<file path="config.mk">
export PLATFORM = sky130hd
export DESIGN_NAME = tqws_scheduler
export DESIGN_NICKNAME = d
export VERILOG_FILES = /design/src/hdl/tqws_scheduler.v
export VERILOG_INCLUDE_DIRS = /design/src /design/src/hdl
export SDC_FILE = /design/constraint.sdc
export NUM_CORES = 1
export LEC_CHECK = 0
export BUFFER_PORTS_ARGS = -buffer_cell sky130_fd_sc_hd__buf_4
export CORE_ASPECT_RATIO = 0.5
export CORE_MARGIN = 10
export CORE_UTILIZATION = 35
export CTS_BUF_LIST = sky130_fd_sc_hd__clkbuf_8
export DETAILED_ROUTE_END_ITERATION = 10
export SLEW_MARGIN = 40
export SYNTH_ARGS = -nofsm -noshare
export SYNTH_HDL_FRONTEND = slang
export SYNTH_SLANG_ARGS = --single-unit
</file>
<file path="constraint.sdc">
create_clock -name core_clk_i -period 6 [get_ports core_clk_i]
set_clock_uncertainty 0.2 [all_clocks]
set_input_delay 0.6 -clock core_clk_i [delete_from_list [all_inputs] [get_ports core_clk_i]]
set_output_delay 0.6 -clock core_clk_i [all_outputs]
set_load 0.005 [all_outputs]
</file>
<file path="src/hdl/tqws_regs.vh">
// How it works
// - each entry serves its count of messages back to back from its queue before moving on.
// - entries are visited in ascending index order, entry n then entry n+1.
// - after entry 15 the scheduler wraps to entry 0.
// - each entry holds a 4-bit software-written queue selector naming any of 16 queues.
// - each 32-bit entry register holds four entries, selector in the low nibble, count above it.
// - entries 0 to 3 sit in a first register of the same layout, entry 3 leads to entry 4.
`ifndef TQWS_REGS_VH
`define TQWS_REGS_VH
`define TQWS_OFF_ENT_0_3   12'h000
`define TQWS_OFF_ENT_4_7   12'h004
`define TQWS_OFF_ENT_8_11  12'h008
`define TQWS_OFF_ENT_12_15 12'h00C
`define TQWS_OFF_STATUS    12'h010
`define TQWS_SEL_LSB       0
`define TQWS_CNT_LSB       4
`define TQWS_FIELD_W       4
`define TQWS_ENTRY_W       8
`define TQWS_NUM_ENTRIES   16
`define TQWS_CNT_RESET     4'h0
`endif

</file>
<file path="src/hdl/tqws_scheduler.v">
// Our own choices: the register addresses and register access over APB.
`timescale 1ns/1ns
`default_nettype none
`include "tqws_regs.vh"

module tqws_scheduler #(
  parameter NUM_ENT = `TQWS_NUM_ENTRIES, // schedule entries
  parameter FLD_W   = `TQWS_FIELD_W,     // selector and count width
  parameter ENT_W   = `TQWS_ENTRY_W      // bits per entry
) (
  input  wire        core_clk_i,      // peripheral clock
  input  wire        rst_i,           // sync reset, high
  input  wire        psel_i,          // apb select
  input  wire        penable_i,       // apb enable
  input  wire        pwrite_i,        // apb direction
  input  wire [11:0] paddr_i,         // apb byte address
  input  wire [31:0] pwdata_i,        // apb write data
  output wire        pready_o,        // apb ready
  output wire [31:0] prdata_o,        // apb read data
  output wire        pslverr_o,       // apb error
  output wire        msg_req_o,       // request one message
  output wire [3:0]  msg_queue_o,     // queue to serve
  input  wire        msg_done_i       // message sent
);

  // the pointer wraps for free only while NUM_ENT equals 2**FLD_W
  localparam        REG_ENT  = 4;
  localparam        NUM_REG  = NUM_ENT / REG_ENT;
  localparam        MAP_W    = NUM_ENT * ENT_W;
  localparam        STAT_PAD = 32 - 2 * FLD_W;
  localparam [31:0] RD_ZERO  = 32'h0000_0000;

  // apb decode
  wire                     acc;
  wire                     setup;
  wire                     wr_acc;
  wire                     hit_0_3;
  wire                     hit_4_7;
  wire                     hit_8_11;
  wire                     hit_12_15;
  wire                     hit_stat;
  wire                     mapped;
  wire [NUM_REG-1:0]       reg_hit;

  // schedule map, one byte per entry
  reg  [MAP_W-1:0]         map_q;
  wire [MAP_W-1:0]         map_d;
  wire [MAP_W-1:0]         map_rst;

  // current entry
  reg  [FLD_W-1:0]         entry_q;
  reg  [FLD_W-1:0]         entry_d;
  reg  [FLD_W-1:0]         served_q;
  reg  [FLD_W-1:0]         served_d;
  reg  [FLD_W-1:0]         queue_q;
  reg  [FLD_W-1:0]         queue_d;
  reg  [FLD_W-1:0]         cur_cnt;
  wire [FLD_W-1:0]         served_inc;
  wire [FLD_W-1:0]         entry_inc;
  wire                     cnt_zero;
  wire                     last_msg;
  wire                     adv;

  // per-entry terms of the and-or selection
  wire [NUM_ENT*FLD_W-1:0] cnt_terms;
  wire [NUM_ENT*FLD_W-1:0] sel_terms;
  integer                  i;
  integer                  j;

  // read path
  reg  [31:0]              rdata_q;
  reg  [31:0]              rdata_d;

  // only the five word offsets answer without error
  assign acc       = psel_i & penable_i;
  assign setup     = psel_i & ~penable_i;
  assign wr_acc    = acc & pwrite_i;
  assign hit_0_3   = (paddr_i == `TQWS_OFF_ENT_0_3);
  assign hit_4_7   = (paddr_i == `TQWS_OFF_ENT_4_7);
  assign hit_8_11  = (paddr_i == `TQWS_OFF_ENT_8_11);
  assign hit_12_15 = (paddr_i == `TQWS_OFF_ENT_12_15);
  assign hit_stat  = (paddr_i == `TQWS_OFF_STATUS);
  assign mapped    = hit_0_3 | hit_4_7 | hit_8_11 | hit_12_15 | hit_stat;
  assign reg_hit   = {hit_12_15, hit_8_11, hit_4_7, hit_0_3};

  genvar g;
  generate
    for (g = 0; g < NUM_ENT; g = g + 1) begin : g_ent
      localparam [FLD_W-1:0] IDX = g;
      wire                   ent_wr;
      wire [FLD_W-1:0]       sel_new;
      wire [FLD_W-1:0]       cnt_new;
      wire [FLD_W-1:0]       sel_nxt;
      wire [FLD_W-1:0]       cnt_nxt;

      assign ent_wr  = wr_acc & reg_hit[g / REG_ENT];
      assign sel_new = pwdata_i[(g % REG_ENT) * ENT_W + `TQWS_SEL_LSB +: FLD_W];
      assign cnt_new = pwdata_i[(g % REG_ENT) * ENT_W + `TQWS_CNT_LSB +: FLD_W];

      assign sel_nxt = ent_wr ? sel_new : map_q[g*ENT_W + `TQWS_SEL_LSB +: FLD_W];
      assign cnt_nxt = ent_wr ? cnt_new : map_q[g*ENT_W + `TQWS_CNT_LSB +: FLD_W];
      assign map_d[g*ENT_W + `TQWS_SEL_LSB +: FLD_W]   = sel_nxt;
      assign map_d[g*ENT_W + `TQWS_CNT_LSB +: FLD_W]   = cnt_nxt;
      assign map_rst[g*ENT_W + `TQWS_SEL_LSB +: FLD_W] = IDX;
      assign map_rst[g*ENT_W + `TQWS_CNT_LSB +: FLD_W] = `TQWS_CNT_RESET;

      // count of the entry in service now, selector of the one served next
      assign cnt_terms[g*FLD_W +: FLD_W] = (entry_q == IDX) ?
        map_q[g*ENT_W + `TQWS_CNT_LSB +: FLD_W] : {FLD_W{1'b0}};
      assign sel_terms[g*FLD_W +: FLD_W] = (entry_d == IDX) ?
        sel_nxt : {FLD_W{1'b0}};
    end
  endgenerate

  always @(posedge core_clk_i) begin
    if (rst_i) begin
      map_q <= map_rst;
    end else begin
      map_q <= map_d;
    end
  end

  // and-or select keeps the count path free of a wide shifter
  always @* begin
    cur_cnt = {FLD_W{1'b0}};
    for (i = 0; i < NUM_ENT; i = i + 1) begin
      cur_cnt = cur_cnt | cnt_terms[i*FLD_W +: FLD_W];
    end
  end

  assign cnt_zero   = (cur_cnt == `TQWS_CNT_RESET);
  assign served_inc = served_q + {{(FLD_W-1){1'b0}}, 1'b1};
  assign entry_inc  = entry_q + {{(FLD_W-1){1'b0}}, 1'b1};
  assign last_msg   = msg_done_i & (served_inc == cur_cnt);
  assign adv        = cnt_zero | last_msg;

  // a zero count passes the entry in one idle cycle
  always @* begin
    entry_d  = entry_q;
    served_d = served_q;
    if (adv) begin
      entry_d  = entry_inc;                // 15 wraps to 0
      served_d = {FLD_W{1'b0}};
    end else if (msg_done_i) begin
      served_d = served_inc;
    end
  end

  always @* begin
    queue_d = {FLD_W{1'b0}};
    for (j = 0; j < NUM_ENT; j = j + 1) begin
      queue_d = queue_d | sel_terms[j*FLD_W +: FLD_W];
    end
  end

  always @(posedge core_clk_i) begin
    if (rst_i) begin
      entry_q <= {FLD_W{1'b0}};
    end else begin
      entry_q <= entry_d;
    end
  end

  always @(posedge core_clk_i) begin
    if (rst_i) begin
      served_q <= {FLD_W{1'b0}};
    end else begin
      served_q <= served_d;
    end
  end

  // taken from next-state values so the queue never lags the pointer
  always @(posedge core_clk_i) begin
    if (rst_i) begin
      queue_q <= {FLD_W{1'b0}};
    end else begin
      queue_q <= queue_d;
    end
  end

  // unmapped offsets read as zero
  always @* begin
    rdata_d = RD_ZERO;
    if (hit_0_3) begin
      rdata_d = map_q[0 +: 32];
    end else if (hit_4_7) begin
      rdata_d = map_q[32 +: 32];
    end else if (hit_8_11) begin
      rdata_d = map_q[64 +: 32];
    end else if (hit_12_15) begin
      rdata_d = map_q[96 +: 32];
    end else if (hit_stat) begin
      rdata_d = {{STAT_PAD{1'b0}}, served_q, entry_q};
    end
  end

  // captured at setup so prdata stands through the access phase
  always @(posedge core_clk_i) begin
    if (rst_i) begin
      rdata_q <= RD_ZERO;
    end else if (setup) begin
      rdata_q <= rdata_d;
    end
  end

  assign pready_o    = 1'b1;
  assign pslverr_o   = acc & ~mapped;
  assign prdata_o    = rdata_q;
  assign msg_req_o   = ~cnt_zero;
  assign msg_queue_o = queue_q;

endmodule // tqws_scheduler
`default_nettype wire

</file>
Word-level counts from Yosys, hierarchy flattened --
Index checks and enable logic that the tools add are counted.
Word-level totals: input bits 50, ROM bits 0, memories 0, latch bits 0, flip-flop bits (word level) 172, logic and storage cells 152, output and inout bits 39, memory bits (writable) 0
Operators by class: reductions and logical operators 5, $add $sub $neg 2, multiply operators 0, bitwise logic cells 47, magnitude comparators 0, eq/ne operators 35, multiplexer cells 54, shift-type cells 0, div/mod/pow operators 0
Operator list (number):
- 2-to-1 mux 4 bit | 49
- 2-to-1 mux 32 bit | 4
- bitwise OR 4 bit | 30
- equality test 4 bit (second input constant) | 16
- equality test 4 x 3 -> 1 bit (second input constant) | 8
- equality test 12 x 4 -> 1 bit (second input constant) | 2
- equality test 4 x 2 -> 1 bit (second input constant) | 4
- equality test 12 x 3 -> 1 bit (second input constant) | 1
- equality test 12 x 5 -> 1 bit (second input constant) | 1
- logical NOT 12 bit | 1
- logical NOT 4 bit | 3
- AND 1 bit | 9
- adder 4 x 1 -> 4 bit (second input constant) | 2
- equality test 4 x 1 -> 1 bit (second input constant) | 2
- 2-to-1 mux 8 bit | 1
- bitwise OR 1 bit | 5
- equality test 4 bit | 1
- NOT 1 bit | 3
- OR reduction 2 bit | 1

Logic depth before layout (Yosys ltp) --
depth after elaboration 38, gate-level depth with buffers 17, mapped depth without buffers 12

Worst setup path after synthesis --
Ideal clock, no wire load.
kind reg-to-reg, start reg entry_q[1], end reg queue_q[2], in the netlist msg_queue_o[2], stages on the path, launching flop included 16, arrival time 3.880 ns, setup slack 1.803 ns, clock period less this slack 4.197 ns, required time 5.683 ns, path buffers 3, library setup time 0.117 ns, cell sequence dfxtp_1 > clkinv_1 > buf_1 > clkbuf_1 > ha_1 > a22oi_1 > o221a_2 > a21o_1 > a211o_1 > o21bai_4 > o31ai_4 > buf_6 > mux2_2 > a221oi_1 > o32ai_1 > a22o_1
Between the ends: cells in the longest elaborated chain, start to end 38, elaborated cells between the ends (all ways) 100, those cells by class add/sub: 1; eq/ne: 31; mux: 33; bitwise: 32; reduce/logical: 3
RTL lines:
- start: declaration | RTL line tqws_scheduler.v:51 | reg [FLD_W-1:0] entry_q;
- start signal: assignment | RTL line tqws_scheduler.v:158 | entry_q <= {FLD_W{1'b0}};
- start signal: assignment | RTL line tqws_scheduler.v:160 | entry_q <= entry_d;
- equality test 4 x 1 -> 1 bit / logical NOT 4 bit (equally long branches) | RTL line tqws_scheduler.v:108 | assign cnt_terms[g*FLD_W +: FLD_W] = (entry_q == IDX) ?
- 2-to-1 mux 4 bit | RTL line tqws_scheduler.v:108
- bitwise OR 4 bit (15 in a row) | RTL line tqws_scheduler.v:127 | cur_cnt = cur_cnt | cnt_terms[i*FLD_W +: FLD_W];
- equality test 4 bit | RTL line tqws_scheduler.v:134 | assign last_msg = msg_done_i & (served_inc == cur_cnt);
- AND 1 bit | RTL line tqws_scheduler.v:134
- bitwise OR 1 bit | RTL line tqws_scheduler.v:135 | assign adv = cnt_zero | last_msg;
- 2-to-1 mux 4 bit (*) | RTL line tqws_scheduler.v:141 | if (adv) begin
- equality test 4 x 1 -> 1 bit / logical NOT 4 bit (equally long branches) | RTL line tqws_scheduler.v:110 | assign sel_terms[g*FLD_W +: FLD_W] = (entry_d == IDX) ?
- 2-to-1 mux 4 bit | RTL line tqws_scheduler.v:110
- bitwise OR 4 bit (14 in a row) | RTL line tqws_scheduler.v:152 | queue_d = queue_d | sel_terms[j*FLD_W +: FLD_W];
- bitwise OR 4 bit (*) | RTL line tqws_scheduler.v:152
- end signal: assignment | RTL line tqws_scheduler.v:175 | queue_q <= {FLD_W{1'b0}};
- end signal: assignment | RTL line tqws_scheduler.v:177 | queue_q <= queue_d;
- end: declaration | RTL line tqws_scheduler.v:55 | reg [FLD_W-1:0] queue_q;
Every way passes the cells marked *; elsewhere a longest branch is shown, timed or not. A chain may end at the register's enable or synchronous reset.

Final worst setup path --
start reg entry_q[0], end reg queue_q[2], in the netlist msg_queue_o[2]
Same word-level chain as after synthesis.

==> results.py <==
metrics = {
    "status": {
        "status": "complete, no violations",
    },
    "cells_and_area": {
        "fin_nets": 1203,
        "diodes": 0,
        "final_common_cell": "nand2_1",
        "area_delta_synth_final_pct": 13.7,
        "drive_gt1_share_pct": 16.0,
        "final_cells": 1505,
        "final_cell_mix": "230 x nand2_1, 171 x dfxtp_1, 121 x mux2i_1",
    },
    "sta": {
        "fin_setup_tns_ps": 0,
        "max_freq_mhz": 206,
        "hold_viol_final": 0,
        "rsz0062_at_grt": "no",
        "maxSlewHeadroom_pct": 46.0,
        "worst_slack_ps": 1140,
        "final.min_clock_period_ps": 4860,
        "tightest_slew_ps": 803,
        "setup_viol": 0,
        "finalCritPeriodShare_pct": 81.0,
        "finalMaxSlewViolations": 0,
    },
    "synthesis": {
        "yosysWarnings": 0,
        "syn_area_um2": 9200,
        "syn_avg_cell_area_um2": 8.27,
        "yosysUniqueCellTypes": 74,
        "syn-num-nets": 1167,
        "ys_ff_latch": 172,
        "synth_edf_count": 0,
        "synth_flop_cell": "dfxtp_1",
        "postSynthCellCount": 1112,
        "synthArstFlopShare_pct": 0,
        "ys_seq_area_share_pct": 37.4,
    },
    "floorplanning": {
        "die_x_um": 249,
        "row_count": 41,
        "start_util_pct": 36.0,
        "coreArea_um2": 25500,
        "io_pins": 89,
        "die_h_um": 135,
        "die-area_um2": 33600,
    },
    "routing": {
        "dr.pass1.iters": 5,
        "drtIter0Drc": 950,
        "wl_per_cell_um": 20.7,
        "drc": 0,
        "vias_per_cell": 5.71,
        "ant_nets": 0,
        "vias": 8599,
        "wirelength_mm": 31.2,
    },
    "global_route": {
        "grt_max_degree": 85,
        "grt-ovfl-total": 0,
        "grt_pass1_vias": 8462,
        "grt_first_pass_wirelength_mm": 48.9,
        "grtUsageTotal_pct": 18.2,
        "antenna_found_initial": 0,
    },
    "clock_tree": {
        "cts.path.max_buffers": 2,
        "postCtsHoldBufs": 0,
        "path_clk_slew_ps": 100,
        "cts_num_sinks": 172,
        "cts_tree": "done",
        "cts_setup_buffers": 0,
        "cts_root_buf": "clkbuf_8",
        "numCtsBuffers": 17,
        "clkLatencyLatePin_ps": 470,
        "post_cts_resized": 0,
        "cts-htree-levels": 4,
    },
    "critical_path": {
        "reg2reg_slack_ps": 1140,
        "endpoint_kind": "flip-flop",
        "reg2reg_depth": 13,
        "crit_path_start_kind": "flip-flop",
        "worst-path-buf-inv": 2,
        "critPathMaxStageDelay_ps": 790,
        "cp_top_family": "compound AO/OA/AOI/OAI gates",
        "worstReg2RegEnd": "msg_queue_o[2]",
        "critical_path_arrival_ps": 5040,
        "slowest_stage": "dfxtp_1",
        "critical_path_required_ps": 6180,
        "cp_common_cell": "a22o_1",
        "path_cells": "inv_1, ha_1, a22o_1, a211oi_1, o32ai_1, a31o_1, or3_1, o31ai_4, buf_12, mux2_2, o21a_1, a211o_1, a22o_1",
        "critPathMaxFanout": 52,
        "worstSetupPathType": "reg -> reg",
        "r2r_start": "entry_q[0]",
    },
    "power_and_ir_drop": {
        "clockPowerShare_pct": 28.1,
        "leakage_nw": 4.18,
        "combinationalPowerShare_pct": 31.1,
        "p_int_mw": 1.93,
        "pwr_density_cell_nw_per_um2": 284,
        "peakVddDrop_uv": 224,
        "p_sw_mw": 1.03,
        "pwr-share-seq_pct": 40.8,
        "swShare_pct": 34.9,
    },
    "place": {
        "hpwl_mm": 21.6,
        "gp_congestion": 0.921,
        "numPortBuffers": 87,
        "post-place-ws_ps": 1250,
        "dp_cells": 1473,
    },
    "worst_hold_path": {
        "worstHoldStart": "pwdata_i[4]",
        "hold_depth": 3,
        "hp-class": "in -> reg",
        "min_to": "map_q[68]",
    },
    "job": {
        "cap_violations": 0,
    },
}
-- flip-flops by register name (all words and copies together), names as in the netlist --
name,flops
msg_queue_o,4
prdata_o,32
entry_q,4
served_q,4
map_q,128
-- Yosys cell counts, types with 5 or more instances --
library cell | number | area (um2)
a211oi_1 | 15 | 113
a21oi_1 | 104 | 521
a221oi_1 | 15 | 131
a22oi_1 | 10 | 75.1
a31oi_1 | 9 | 56.3
buf_1 | 7 | 26.3
buf_2 | 12 | 60.1
buf_4 | 7 | 52.6
buf_6 | 5 | 56.3
clkbuf_1 | 57 | 214
dfxtp_1 | 172 | 3440
ha_1 | 5 | 62.6
inv_1 | 7 | 26.3
mux2_2 | 11 | 124
mux2i_1 | 121 | 1210
mux4_2 | 14 | 315
nand2_1 | 230 | 863
nand2b_1 | 8 | 50.1
nand3_1 | 26 | 130
nand4_1 | 6 | 37.5
nor2_1 | 98 | 368
nor2b_1 | 6 | 37.5
nor3_1 | 22 | 110
o21ai_0 | 36 | 180
o22ai_1 | 9 | 56.3
xnor2_1 | 7 | 61.3
-- kinds of logic (layout without fill, tap and decap cells) --
kind of cell	count (synthesis)	count (layout)	share of synthesized area (%)
AO/OA/AOI/OAI	243	243	16.8
XOR/XNOR	10	10	0.952
adder cells (fa/ha/maj)	5	5	0.680
buffers and inverters	99	148	4.90
flip-flops	172	172	37.4
multiplexers	151	151	18.8
other	1	1	0.0408
AND/OR/NAND/NOR	431	431	20.4
-- power by group through the flow --
stage          registers, mW  clock network, mW  logic [mW]
2_1_floorplan           1.21                  0       0.696
3_3_place_gp            1.23                  0       0.899
3_5_place_dp            1.23                  0       0.908
4_1_cts                 1.21              0.843       0.912
5_1_grt                 1.21              0.892       0.988
6_report                1.21              0.834       0.922
-- worst max-delay path by stage --
stage                    start              to  slack (ps)  depth (start not counted)
floorplan           entry_q[1]  msg_queue_o[2]        1800                         15
CTS                 entry_q[0]  msg_queue_o[2]        1220                         13
global route        entry_q[0]  msg_queue_o[2]         910                         13
detailed placement  entry_q[0]  msg_queue_o[2]        1250                         13
finish              entry_q[0]  msg_queue_o[2]        1140                         13
global placement    entry_q[0]  msg_queue_o[2]        1380                         13
-- tightest hold or removal path: stages --
cell     delay (ps)
buf_4           130
nand2_1          50
a21oi_1          50
-- per-stage QoR --
step	hold WS (ps)	instance area (um2)	total power [mW]	util, %
2_1_floorplan	240	9200	1.90	-
3_3_place_gp	243	10000	2.13	39.3
3_5_place_dp	248	10100	2.14	39.4
4_1_cts	171	10400	2.96	40.9
5_1_grt	178	10500	3.09	40.9
6_report	194	10500	2.97	40.9
-- layer usage --
metal  vias up  track usage, %  part of all wire [%]
met1      4234            23.2                    45
met3        54            3.17                   5.4
met5         -               0                     0
met2       297            29.8                    47
met4         0            7.93                   3.3
li1       4014               -                     -
-- cell type report --
class | count | area (um2)
Fill cell | 2575 | 15100
Inverter | 11 | 41.3
Multi-Input combinational cell | 841 | 5340
Timing Repair Buffer | 105 | 805
Tap cell | 344 | 430
Clock inverter | 14 | 145
Sequential cell | 172 | 3440
Clock buffer | 18 | 248
Note: power is estimated with default switching activity, not from simulation.
